File: src/inc/adc_seq_params.svh
// offsets, field positions, reset values and timing counts of the converter control
`ifndef ADC_SEQ_PARAMS_SVH
`define ADC_SEQ_PARAMS_SVH
`define OFS_STATUS_CONTROL 4'h0
`define OFS_RESULT 4'h4
`define OFS_CLOCK_CONFIG 4'h8
`define BIT_DONE_FLAG 7
`define BIT_IRQ_ENABLE 6
`define BIT_CONTINUOUS 5
`define CHAN_MSB 4
`define PRESC_MSB 7
`define PRESC_LSB 5
`define BIT_INPUT_CLK_SEL 4
`define CHAN_POWER_OFF 5'h1F
`define CHAN_REF_HIGH 5'h1D
`define CHAN_REF_LOW 5'h1E
`define CHAN_RESET 5'h1F
`define CONV_TICKS_MIN 16
`define CONV_TICKS_MAX 17
`define SAMPLE_TICKS 5'h08
`define LAST_TICK 5'h10
`define RESP_OKAY 2'h0
`define RESP_SLVERR 2'h2
`endif

File: src/inc/adc_seq_pkg.sv
// types of the converter control block
package adc_seq_pkg;
    `include "adc_seq_params.svh"
    typedef enum logic [1:0] {
        ST_IDLE = 2'b01,
        ST_CONV = 2'b10
    } conv_state_t;
    typedef struct packed {
        conv_state_t state;
        logic done_flag;
        logic irq_enable;
        logic continuous;
        logic [4:0] channel;
        logic [2:0] prescale;
        logic clk_sel;
        logic irq_req;
        logic resume;
        logic [7:0] result;
        logic [7:0] sar;
        logic [7:0] mask;
        logic [4:0] tick_count;
        logic [3:0] div_count;
        logic [2:0] xtal_sync;
        logic xtal_filt;
        logic [7:0] pin_s1;
        logic [7:0] pin_s2;
        logic [7:0] pin_s3;
        logic [7:0] pin_filt;
        logic aw_held;
        logic [3:0] aw_addr;
        logic w_held;
        logic [7:0] w_data;
        logic w_strb;
        logic bvalid;
        logic [1:0] bresp;
        logic rvalid;
        logic [1:0] rresp;
        logic [31:0] rdata;
    } state_t;
endpackage

File: src/design/adc_sequencer_control.sv
// converter control: registers over AXI4-Lite, clock divider, SAR sequencing, pin override
// What this block does
// - write starts conversion, 16-17 divided clocks
// - continuous mode overwrites result, repeats until cleared
// - single mode converts once per write
// - selected pin forced input, reads zero
// - full scale FF, zero scale 00, linear
// - flag set at end, cleared by result read
// - with irq enabled flag never sets, reads zero
// - reset clears flag, irq enable, continuous
// - irq at end, cleared by result read or control write
// - 5-bit select, unused codes give unknown result
// - all-ones select powers converter down
// - 8-bit result loaded every conversion end
// - 3-bit prescaler divides by 1,2,4,8,16
// - clock select 1 bus, 0 crystal, reset crystal
// - stop aborts conversion, resumes after stop
// - wait mode keeps converting, irq wakes
//
// Chosen here: the register addresses and register access over AXI4-Lite.
`timescale 1ns/1ps
`default_nettype none
`include "adc_seq_params.svh"
module adc_sequencer_control
    import adc_seq_pkg::*;
(
    // clock and reset
    input wire logic aclk,
    input wire logic aresetn,
    // axi4-lite write address and data
    input wire logic [31:0] s_axi_awaddr,
    input wire logic s_axi_awvalid,
    output logic s_axi_awready,
    input wire logic [31:0] s_axi_wdata,
    input wire logic [3:0] s_axi_wstrb,
    input wire logic s_axi_wvalid,
    output logic s_axi_wready,
    // axi4-lite write response
    output logic [1:0] s_axi_bresp,
    output logic s_axi_bvalid,
    input wire logic s_axi_bready,
    // axi4-lite read
    input wire logic [31:0] s_axi_araddr,
    input wire logic s_axi_arvalid,
    output logic s_axi_arready,
    output logic [31:0] s_axi_rdata,
    output logic [1:0] s_axi_rresp,
    output logic s_axi_rvalid,
    input wire logic s_axi_rready,
    // clock source and system modes
    input wire logic crystal_clock,
    input wire logic stop_mode,
    // analog multiplexer and comparator
    output logic [4:0] channel_select_field,
    output logic [7:0] ext_channel_enable,
    output logic high_reference_select,
    output logic low_reference_select,
    output logic analog_power_down,
    output logic sample_hold,
    output logic [7:0] trial_code,
    input wire logic comparator_above,
    // shared port pins
    input wire logic [7:0] port_data,
    input wire logic [7:0] port_dir,
    input wire logic [7:0] pin_in,
    output logic [7:0] pin_out,
    output logic [7:0] pin_oe,
    output logic [7:0] port_read_data,
    // interrupt request
    output logic conv_irq
);
    state_t cur;
    state_t next_cur;
    logic aw_take;
    logic w_take;
    logic ar_take;
    logic do_write;
    logic ctrl_write;
    logic result_read;
    logic src_tick;
    logic adc_tick;
    logic [3:0] div_limit;
    logic start_req;
    logic [7:0] new_sar;
    logic [7:0] agree;
    logic [7:0] wbyte;
    logic [7:0] pin_sel;

    assign s_axi_awready = !cur.aw_held && !cur.bvalid;
    assign s_axi_wready = !cur.w_held && !cur.bvalid;
    assign s_axi_arready = !cur.rvalid;
    assign s_axi_bvalid = cur.bvalid;
    assign s_axi_bresp = cur.bresp;
    assign s_axi_rvalid = cur.rvalid;
    assign s_axi_rresp = cur.rresp;
    assign s_axi_rdata = cur.rdata;
    assign aw_take = s_axi_awvalid && s_axi_awready;
    assign w_take = s_axi_wvalid && s_axi_wready;
    assign ar_take = s_axi_arvalid && s_axi_arready;

    assign channel_select_field = cur.channel;
    assign high_reference_select = (cur.channel == `CHAN_REF_HIGH);
    assign low_reference_select = (cur.channel == `CHAN_REF_LOW);
    assign analog_power_down = (cur.channel == `CHAN_POWER_OFF) || stop_mode;
    assign sample_hold = (cur.state == ST_CONV) && (cur.tick_count < `SAMPLE_TICKS);
    // trial code spans 00 to FF
    assign trial_code = cur.sar | cur.mask;
    // request stays live in wait mode
    assign conv_irq = cur.irq_req && cur.irq_enable;

    // per-pin override of the port logic
    genvar gi;
    generate
        for (gi = 0; gi < 8; gi++) begin : g_pin
            assign pin_sel[gi] = (cur.channel == 5'(gi));
            assign ext_channel_enable[gi] = pin_sel[gi];
            assign pin_out[gi] = pin_sel[gi] ? 1'b0 : port_data[gi];
            assign pin_oe[gi] = pin_sel[gi] ? 1'b0 : port_dir[gi];
            assign port_read_data[gi] = pin_sel[gi] ? 1'b0 :
                (port_dir[gi] ? port_data[gi] : cur.pin_filt[gi]);
        end
    endgenerate

    always_comb begin
        case (cur.prescale)
            3'h0: div_limit = 4'h0;
            3'h1: div_limit = 4'h1;
            3'h2: div_limit = 4'h3;
            3'h3: div_limit = 4'h7;
            default: div_limit = 4'hF;
        endcase
    end

    always_comb begin
        next_cur = cur;
        // strobe is taken with the data, the master may drop it after the handshake
        wbyte = cur.w_strb ? cur.w_data : 8'h00;
        do_write = cur.aw_held && cur.w_held && !cur.bvalid;
        ctrl_write = do_write && (cur.aw_addr == `OFS_STATUS_CONTROL) && cur.w_strb;
        result_read = ar_take && (s_axi_araddr[3:0] == `OFS_RESULT);
        start_req = 1'b0;
        new_sar = cur.sar;

        // crystal is foreign: edge counts once second and third stages agree
        next_cur.xtal_sync = {cur.xtal_sync[1:0], crystal_clock};
        if (cur.xtal_sync[1] == cur.xtal_sync[2]) begin
            next_cur.xtal_filt = cur.xtal_sync[2];
        end
        next_cur.pin_s1 = pin_in;
        next_cur.pin_s2 = cur.pin_s1;
        next_cur.pin_s3 = cur.pin_s2;
        agree = ~(cur.pin_s2 ^ cur.pin_s3);
        next_cur.pin_filt = (agree & cur.pin_s3) | (~agree & cur.pin_filt);

        // bus clock when set, crystal otherwise
        src_tick = cur.clk_sel ? 1'b1 :
            (cur.xtal_sync[1] && cur.xtal_sync[2] && !cur.xtal_filt);
        // free-running divider, so the first tick lands anywhere: 16 or 17 clocks
        adc_tick = src_tick && (cur.div_count >= div_limit);
        if (src_tick) begin
            next_cur.div_count = adc_tick ? 4'h0 : cur.div_count + 4'h1;
        end

        // axi capture
        if (aw_take) begin
            next_cur.aw_held = 1'b1;
            next_cur.aw_addr = s_axi_awaddr[3:0];
        end
        if (w_take) begin
            next_cur.w_held = 1'b1;
            next_cur.w_data = s_axi_wdata[7:0];
            next_cur.w_strb = s_axi_wstrb[0];
        end
        if (cur.bvalid && s_axi_bready) begin
            next_cur.bvalid = 1'b0;
        end
        if (do_write) begin
            next_cur.aw_held = 1'b0;
            next_cur.w_held = 1'b0;
            next_cur.bvalid = 1'b1;
            next_cur.bresp = `RESP_OKAY;
            case (cur.aw_addr)
                `OFS_STATUS_CONTROL: begin
                    if (cur.w_strb) begin
                        // flag position of the write is ignored
                        next_cur.irq_enable = wbyte[`BIT_IRQ_ENABLE];
                        next_cur.continuous = wbyte[`BIT_CONTINUOUS];
                        next_cur.channel = wbyte[`CHAN_MSB:0];
                        start_req = (wbyte[`CHAN_MSB:0] != `CHAN_POWER_OFF);
                    end
                end
                `OFS_CLOCK_CONFIG: begin
                    if (cur.w_strb) begin
                        next_cur.prescale = wbyte[`PRESC_MSB:`PRESC_LSB];
                        next_cur.clk_sel = wbyte[`BIT_INPUT_CLK_SEL];
                    end
                end
                `OFS_RESULT: next_cur.bresp = `RESP_OKAY;
                default: next_cur.bresp = `RESP_SLVERR;
            endcase
        end
        // write to control drops the request
        if (ctrl_write) begin
            next_cur.irq_req = 1'b0;
        end

        if (cur.rvalid && s_axi_rready) begin
            next_cur.rvalid = 1'b0;
        end
        if (ar_take) begin
            next_cur.rvalid = 1'b1;
            next_cur.rresp = `RESP_OKAY;
            next_cur.rdata = 32'h0000_0000;
            case (s_axi_araddr[3:0])
                `OFS_STATUS_CONTROL: begin
                    // flag reads zero while irq enabled
                    next_cur.rdata[`BIT_DONE_FLAG] = cur.done_flag && !cur.irq_enable;
                    next_cur.rdata[`BIT_IRQ_ENABLE] = cur.irq_enable;
                    next_cur.rdata[`BIT_CONTINUOUS] = cur.continuous;
                    next_cur.rdata[`CHAN_MSB:0] = cur.channel;
                end
                `OFS_RESULT: next_cur.rdata[7:0] = cur.result;
                `OFS_CLOCK_CONFIG: begin
                    next_cur.rdata[`PRESC_MSB:`PRESC_LSB] = cur.prescale;
                    next_cur.rdata[`BIT_INPUT_CLK_SEL] = cur.clk_sel;
                end
                default: next_cur.rresp = `RESP_SLVERR;
            endcase
        end
        // result read clears flag and request
        if (result_read) begin
            next_cur.done_flag = 1'b0;
            next_cur.irq_req = 1'b0;
        end

        case (cur.state)
            ST_IDLE: begin
                if (cur.resume && !stop_mode) begin
                    start_req = (cur.channel != `CHAN_POWER_OFF);
                    next_cur.resume = 1'b0;
                end
            end
            ST_CONV: begin
                if (stop_mode) begin
                    next_cur.state = ST_IDLE;
                    next_cur.resume = 1'b1;
                    next_cur.mask = 8'h00;
                end else if (adc_tick) begin
                    next_cur.tick_count = cur.tick_count + 5'h01;
                    if (cur.tick_count == `SAMPLE_TICKS - 5'h01) begin
                        next_cur.mask = 8'h80;
                    end
                    if (cur.mask != 8'h00) begin
                        new_sar = comparator_above ? (cur.sar | cur.mask) : cur.sar;
                        next_cur.sar = new_sar;
                        next_cur.mask = cur.mask >> 1;
                    end
                    // seventeenth tick ends it, the first is partial
                    if (cur.tick_count == `LAST_TICK) begin
                        next_cur.result = new_sar;
                        // set wins over a same-cycle read
                        if (!cur.irq_enable) begin
                            next_cur.done_flag = 1'b1;
                        end
                        if (cur.irq_enable) begin
                            next_cur.irq_req = 1'b1;
                        end
                        next_cur.state = ST_IDLE;
                        if (cur.continuous && cur.channel != `CHAN_POWER_OFF) begin
                            start_req = 1'b1;
                        end
                    end
                end
            end
            default: next_cur.state = ST_IDLE;
        endcase

        // a control write restarts with new settings
        if (ctrl_write) begin
            next_cur.state = ST_IDLE;
            next_cur.resume = 1'b0;
            if (stop_mode) begin
                next_cur.resume = start_req;
                start_req = 1'b0;
            end
        end
        if (start_req) begin
            next_cur.state = ST_CONV;
            next_cur.tick_count = 5'h00;
            next_cur.sar = 8'h00;
            next_cur.mask = 8'h00;
        end
    end

    always_ff @(posedge aclk) begin
        if (!aresetn) begin
            // reset clears flag, enable and continuous
            cur <= '0;
            cur.state <= ST_IDLE;
            cur.channel <= `CHAN_RESET;
        end else begin
            cur <= next_cur;
        end
    end
endmodule
`default_nettype wire

File: config.mk
export PLATFORM = sky130hd
export DESIGN_NAME = adc_sequencer_control
export DESIGN_NICKNAME = d
export VERILOG_FILES = /design/src/inc/adc_seq_pkg.sv /design/src/design/adc_sequencer_control.sv
export VERILOG_INCLUDE_DIRS = /design/src /design/src/inc
export SDC_FILE = /design/constraint.sdc
export NUM_CORES = 1
export LEC_CHECK = 0
export BUFFER_PORTS_ARGS = -buffer_cell sky130_fd_sc_hd__buf_4
export CORE_MARGIN = 5
export CORE_UTILIZATION = 50
export CTS_CLUSTER_SIZE = 14
export DETAILED_ROUTE_END_ITERATION = 16
export PLACE_DENSITY_LB_ADDON = 0.25
export SYNTH_ARGS = -nofsm -noshare
export SYNTH_HDL_FRONTEND = slang
export SYNTH_SLANG_ARGS = --single-unit
File: constraint.sdc
create_clock -name aclk -period 3.6 [get_ports aclk]
set_input_delay 0.18 -clock aclk [delete_from_list [all_inputs] [get_ports aclk]]
set_output_delay 0.18 -clock aclk [all_outputs]
set_load 0.02 [all_outputs]
* Word-level counts from Yosys, hierarchy flattened
Cells that the tools add are included.
** Storage, ports and cells
- Input bits :: 134
- Output and inout bits :: 91
- Register bits after elaboration :: 114
- Logic and storage cells :: 205
** Operators by class
- Equality and inequality tests :: 29
- Bitwise gates (word level) :: 9
- Reductions and logical operators :: 50
- Muxes and demuxes :: 83
- Order comparisons :: 2
- Add/sub/neg operators :: 2
** Operator list (count)
- 1-bit 2-to-1 mux :: 60
- 8-bit 2-to-1 mux :: 6
- 35-bit 2-to-1 mux :: 1
- 5-bit by 3-bit == test with 1-bit output (second input constant) :: 5
- 5-bit == test (second input constant) :: 4
- 1-bit logical AND :: 20
- 3-bit AND reduction :: 6
- 8-bit bitwise AND :: 2
- 8-bit inverter :: 2
- 8-bit OR :: 2
- 4-bit case mux with 4 select lines :: 1
- 5-bit != test (second input constant) :: 3
- 13-bit 2-to-1 mux :: 1
- 4-bit case mux with 3 select lines :: 1
- 5-bit by 2-bit == test with 1-bit output (second input constant) :: 2
- 2-bit 2-to-1 mux :: 5
- 3-bit 2-to-1 mux :: 3
- 3-bit != test (second input constant) :: 3
- 4-bit by 3-bit == test with 1-bit output (second input constant) :: 2
- 4-bit == test (second input constant) :: 2
- 4-bit logical NOT :: 2
- 4-bit case mux with 2 select lines :: 1
- 4-bit AND reduction :: 2
- 8-bit nonzero test :: 1
- other kinds (24) :: 38

* Longest topological paths before layout
- Word-level depth :: 14
- Depth in mapped cells :: 9
- Mapped depth without buffers :: 7

* Worst setup path before layout
Ideal clock, no wire load.
- Path type :: reg2reg
- Start point :: register cur[125] in the netlist's numbering
- End point :: register cur[99] in the netlist's numbering
- Setup slack :: 1.358 ns
- Path buffers :: 1
- Period minus slack after synthesis :: 2.242 ns
- Setup time :: 0.116 ns
- Stages on the path, launching flop included :: 9
- Arrival time :: 2.125 ns
- Cell sequence :: dfxtp_1 > or3_1 > ha_1 > nor2b_1 > o21a_1 > or4_1 > clkbuf_1 > a32oi_1 > nor2_2
** Between the ends
- Cells in the longest elaborated chain, start to end :: 10
** Ends and longest elaborated chain
- start, declared :: line adc_sequencer_control.sv:72 : state_t cur;
- start signal, assigned :: line adc_sequencer_control.sv:302 : cur <= next_cur;
- 3-bit by 2-bit == test with 1-bit output, or another cell as far along :: line adc_sequencer_control.sv:125 : case (cur.prescale)
- 4-bit case mux with 4 select lines (*) :: line adc_sequencer_control.sv:125
- 4-bit >= comparator (*) :: line adc_sequencer_control.sv:159 : adc_tick = src_tick && (cur.div_count >= div_limit);
- 1-bit logical AND (*) :: line adc_sequencer_control.sv:159
- 1-bit 2-to-1 mux :: line adc_sequencer_control.sv:248 : end else if (adc_tick) begin
- 1-bit 2-to-1 mux :: line adc_sequencer_control.sv:244 : if (stop_mode) begin
- 1-bit case mux with 2 select lines :: line adc_sequencer_control.sv:236 : case (cur.state)
- 1-bit 2-to-1 mux :: line adc_sequencer_control.sv:282 : if (stop_mode) begin
- 1-bit 2-to-1 mux :: line adc_sequencer_control.sv:279 : if (ctrl_write) begin
- 2-bit OR reduction (no line)
Every way passes the cells marked *; elsewhere a longest branch is shown, timed or not.
A chain may end at the register's enable or synchronous reset.

* Worst setup path in the final report
Ends and elaborated chain as after synthesis.

==> qor.csv <==
stage;metric;value;unit
drt;DRT iter0 DRCs;164;
worst_setup_path;critical setup path kind;reg2reg;
worst_setup_path;Worst Setup End Kind;flip-flop;
worst_setup_path;CP Buf/Inv Count;0;
worst_setup_path;crit-path leading delay family;simple AND/OR/NAND/NOR gates;
floorplan;Die Area;12300;sq um
placement;I/O Buffers;115;
yosys;Cell Area, Synth;5100;sq um
sta;Fin. Hold Viols;0;
floorplan;IO Pins;225;
worst_setup_path;slowest cell on the critical path;or4_1;
sta;Slew HR;46.8;%
yosys;register area share after synthesis;44.0;%
drt;Via Count;4268;
floorplan;Die H;111;microns
yosys;Synth Area in Compound Gates;13.9;%
outcome;status;finished clean;
yosys;Mapped Avg Cell Area;8.66;sq um
cells_and_area;post-layout instance area;6100;sq um
clock_network;post-CTS setup repair buffer count;0;
yosys;simple-gate portion of the synthesized area;24.3;%
worst_setup_path;Required @ worst endpoint;3.87;ns
drt;Pre-antenna DRT Iters;5;
worst_setup_path;worst path cell trace;or3_1 > ha_1 > nor2b_1 > o21a_1 > or4_1 > a32oi_1 > nor2_2;
yosys;synthesized instance count;589;
sta;Final setup violation count;0;
grt;vias in the first global route;4041;
clock_network;CTS tree;yes;
pwr;static leakage;2.64;nW
worst_setup_path;CP Capture Point;cur[99]$_SDFFE_PP0P_;
floorplan;starting density of the core;51.7;%
cells_and_area;FF/Latch Area;2240;sq um
sta;RSZ-0062 raised after global routing;false;
cells_and_area;Ant. Diodes;0;
cells_and_area;fill cell count;863;
clock_network;Clock Latency Late Sink;0.38;ns
cells_and_area;final net count;829;
yosys;Post-synth EDFFs;0;
yosys;XOR/XNOR share of the synthesized area;0.858;%
clock_network;Reg clk slew, reported paths;0.12;ns
sta;Fmax achieved;407;MHz
sta;post-route clock period utilization;68.3;%
worst_setup_path;crit path DAT;2.73;ns
sta;setup TNS;0;ns
grt;largest net degree at the start of global routing;49;
drt;drt wl/cell;14.3;microns
clock_network;clock buffer depth;2;
sta;fin. max-slew vios;0;
drt;final wirelength;11800;microns
cells_and_area;Area Overhead vs Synth;19.5;%
floorplan;die width;111;microns
placement;post-DP HPWL;8760;microns
worst_setup_path;CP peak stage delay;0.69;ns
worst_setup_path;worst r2r path cells;7;
drt;Routed Antenna Nets;0;
cells_and_area;share of layout cells above drive strength 1;22.8;%
yosys;largest family of logic cells by synthesized area;simple AND/OR/NAND/NOR gates;
pwr;worst vdd ir;218;uV
floorplan;FP Rows;36;
grt;Congestion Overflow GR;0;
yosys;ys flop type;dfxtp_1;
run;# Max-Cap Violations;0;
yosys;Yosys reg bits;112;
worst_setup_path;R2R Setup Slk;1.14;ns
drt;Via density;5.19;
sta;actual slew at the worst max-slew pin;0.788;ns
placement;GPL Wtd Cong;0.844;
placement;Placed Area;5820;sq um
worst_setup_path;CP Depth;7;
clock_network;Inserted Clock Buffers;9;
yosys;Ys Warns;0;
grt;first-pass GRT wire length;19600;microns
sta;clock skew;0.0169;ns
clock_network;CTS sink cnt;112;
floorplan;Core ar.;9860;sq um
cells_and_area;area of the multi-input gates;2480;sq um
worst_setup_path;Critical Path Start Type;flip-flop;
worst_setup_path;crit path max fanout;7;
drt;drc violations;0;
worst_setup_path;Worst R2R End;cur[99]$_SDFFE_PP0P_;
grt;Total Routing Usage GR;18.8;%
hold_path;worst min path class;in2reg;
clock_network;root buffer cell;clkbuf_8;
sta;fin crit period;2.46;ns
yosys;Synth Area in Adders;2.45;%
yosys;Async S/R FF share, synth;0;%
worst_setup_path;RR Startpoint;cur[125]$_SDFFE_PN0P_;
grt;antenna violations before repair;0;
worst_setup_path;crit path from;cur[125]$_SDFFE_PN0P_;
pwr;PD cells;377;nW/um^2
cells_and_area;most frequent cells in the layout;117 x buf_4, 112 x dfxtp_1, 76 x nor2_1;
clock_network;CTS H-Tree Depth;3;
hold_path;Hold Crit Start;crystal_clock;
yosys;mux cell area share after synthesis;5.20;%
cells_and_area;commonest non-fill, non-tap cell in the layout;buf_4;
yosys;Synth cell types;56;
registers in the layout, indices dropped and copies added, names as in the netlist, named ones only:
signal                flops
channel_select_field      5
cur                      87
s_axi_bresp               1
s_axi_bvalid              1
s_axi_rdata               8
s_axi_rresp               1
s_axi_rvalid              1
kinds of logic (layout without fill, tap and decap cells):
family	Yosys count	in the layout
and+or+nand+nor	246	246
DFF	112	112
AOI/OAI and AO/OA	111	111
buffers and inverters	78	154
muxes	26	26
adders and majority gates	10	10
xor gates and xnor gates	5	5
other	1	26
per-layer routing:
metal  share of wire [%]  global-route usage [%]
met3                 4.9                    3.17
met1                  44                    24.5
met5                   0                       0
met2                  49                    32.0
met4                 1.6                    5.58
stage by stage:
stage / worst slack (ns) / power (mW) / util (%) / cells / hold slack, ns
final: 1.14 / 2.30 / 61.8 / 823 / 0.0117
after global routing: 0.971 / 2.40 / 61.8 / 823 / 0.0108
after CTS: 1.16 / 2.32 / 61.7 / 822 / 0.00314
after detailed placement: 1.16 / 1.58 / 59.0 / 799 / 0.368
after global placement: 1.19 / 1.57 / 59.0 / 799 / 0.369
after floorplan: 1.36 / 1.50 / - / 614 / 0.279
worst min path at each step:
stage / endpoint / slack [ns] / cells after the start
global route: cur[81]$_SDFF_PN0_ / 0.01 / 2
floorplan: s_axi_rvalid$_SDFFE_PN0P_ / 0.28 / 1
CTS: cur[84]$_SDFF_PN0_ / 0.003 / 2
finish: cur[86]$_SDFF_PN0_ / 0.01 / 2
detailed placement: s_axi_rvalid$_SDFFE_PN0P_ / 0.37 / 2
global placement: s_axi_rvalid$_SDFFE_PN0P_ / 0.37 / 2
report_power, final:
| part | internal (mW) | switching (mW) |
|---|---|---|
| Combinational | 0.115 | 0.152 |
| Sequential | 1.27 | 0.0214 |
| Clock | 0.275 | 0.467 |
| Total | 1.66 | 0.640 |
cell type report:
class                           instances  area share, %
Multi-Input combinational cell        424           40.7
Timing Repair Buffer                  125           15.7
Clock inverter                          7           1.25
Clock buffer                            9           2.03
Inverter                               13          0.800
Tap cell                              133           2.73
Sequential cell                       112           36.8
synth_stat cells, types with 4 or more instances:
library cell	n	share of area [%]
inv_1	13	0.96
or3_1	4	0.49
mux2_2	4	0.88
nor2b_1	20	2.5
mux2i_1	22	4.3
a221oi_1	5	0.86
ha_1	10	2.5
clkbuf_1	17	1.3
nand2b_1	6	0.74
dfxtp_1	112	44
buf_4	41	6.0
nor2_1	76	5.6
nand2_1	51	3.8
nand3_1	10	0.98
o21ai_0	23	2.3
or2_2	11	1.3
a21oi_1	41	4.0
a31oi_1	8	0.98
a211oi_1	10	1.5
and2_1	33	4.0
nor3_1	17	1.7
a32oi_1	9	1.5
repair_timing:
action / in CTS / in global routing
hold endpoints to repair: 7 / 1
hold buffers: 7 / 1
gates resized for setup: 0 / 0
No activity file was read; power rests on OpenSTA's default activity.
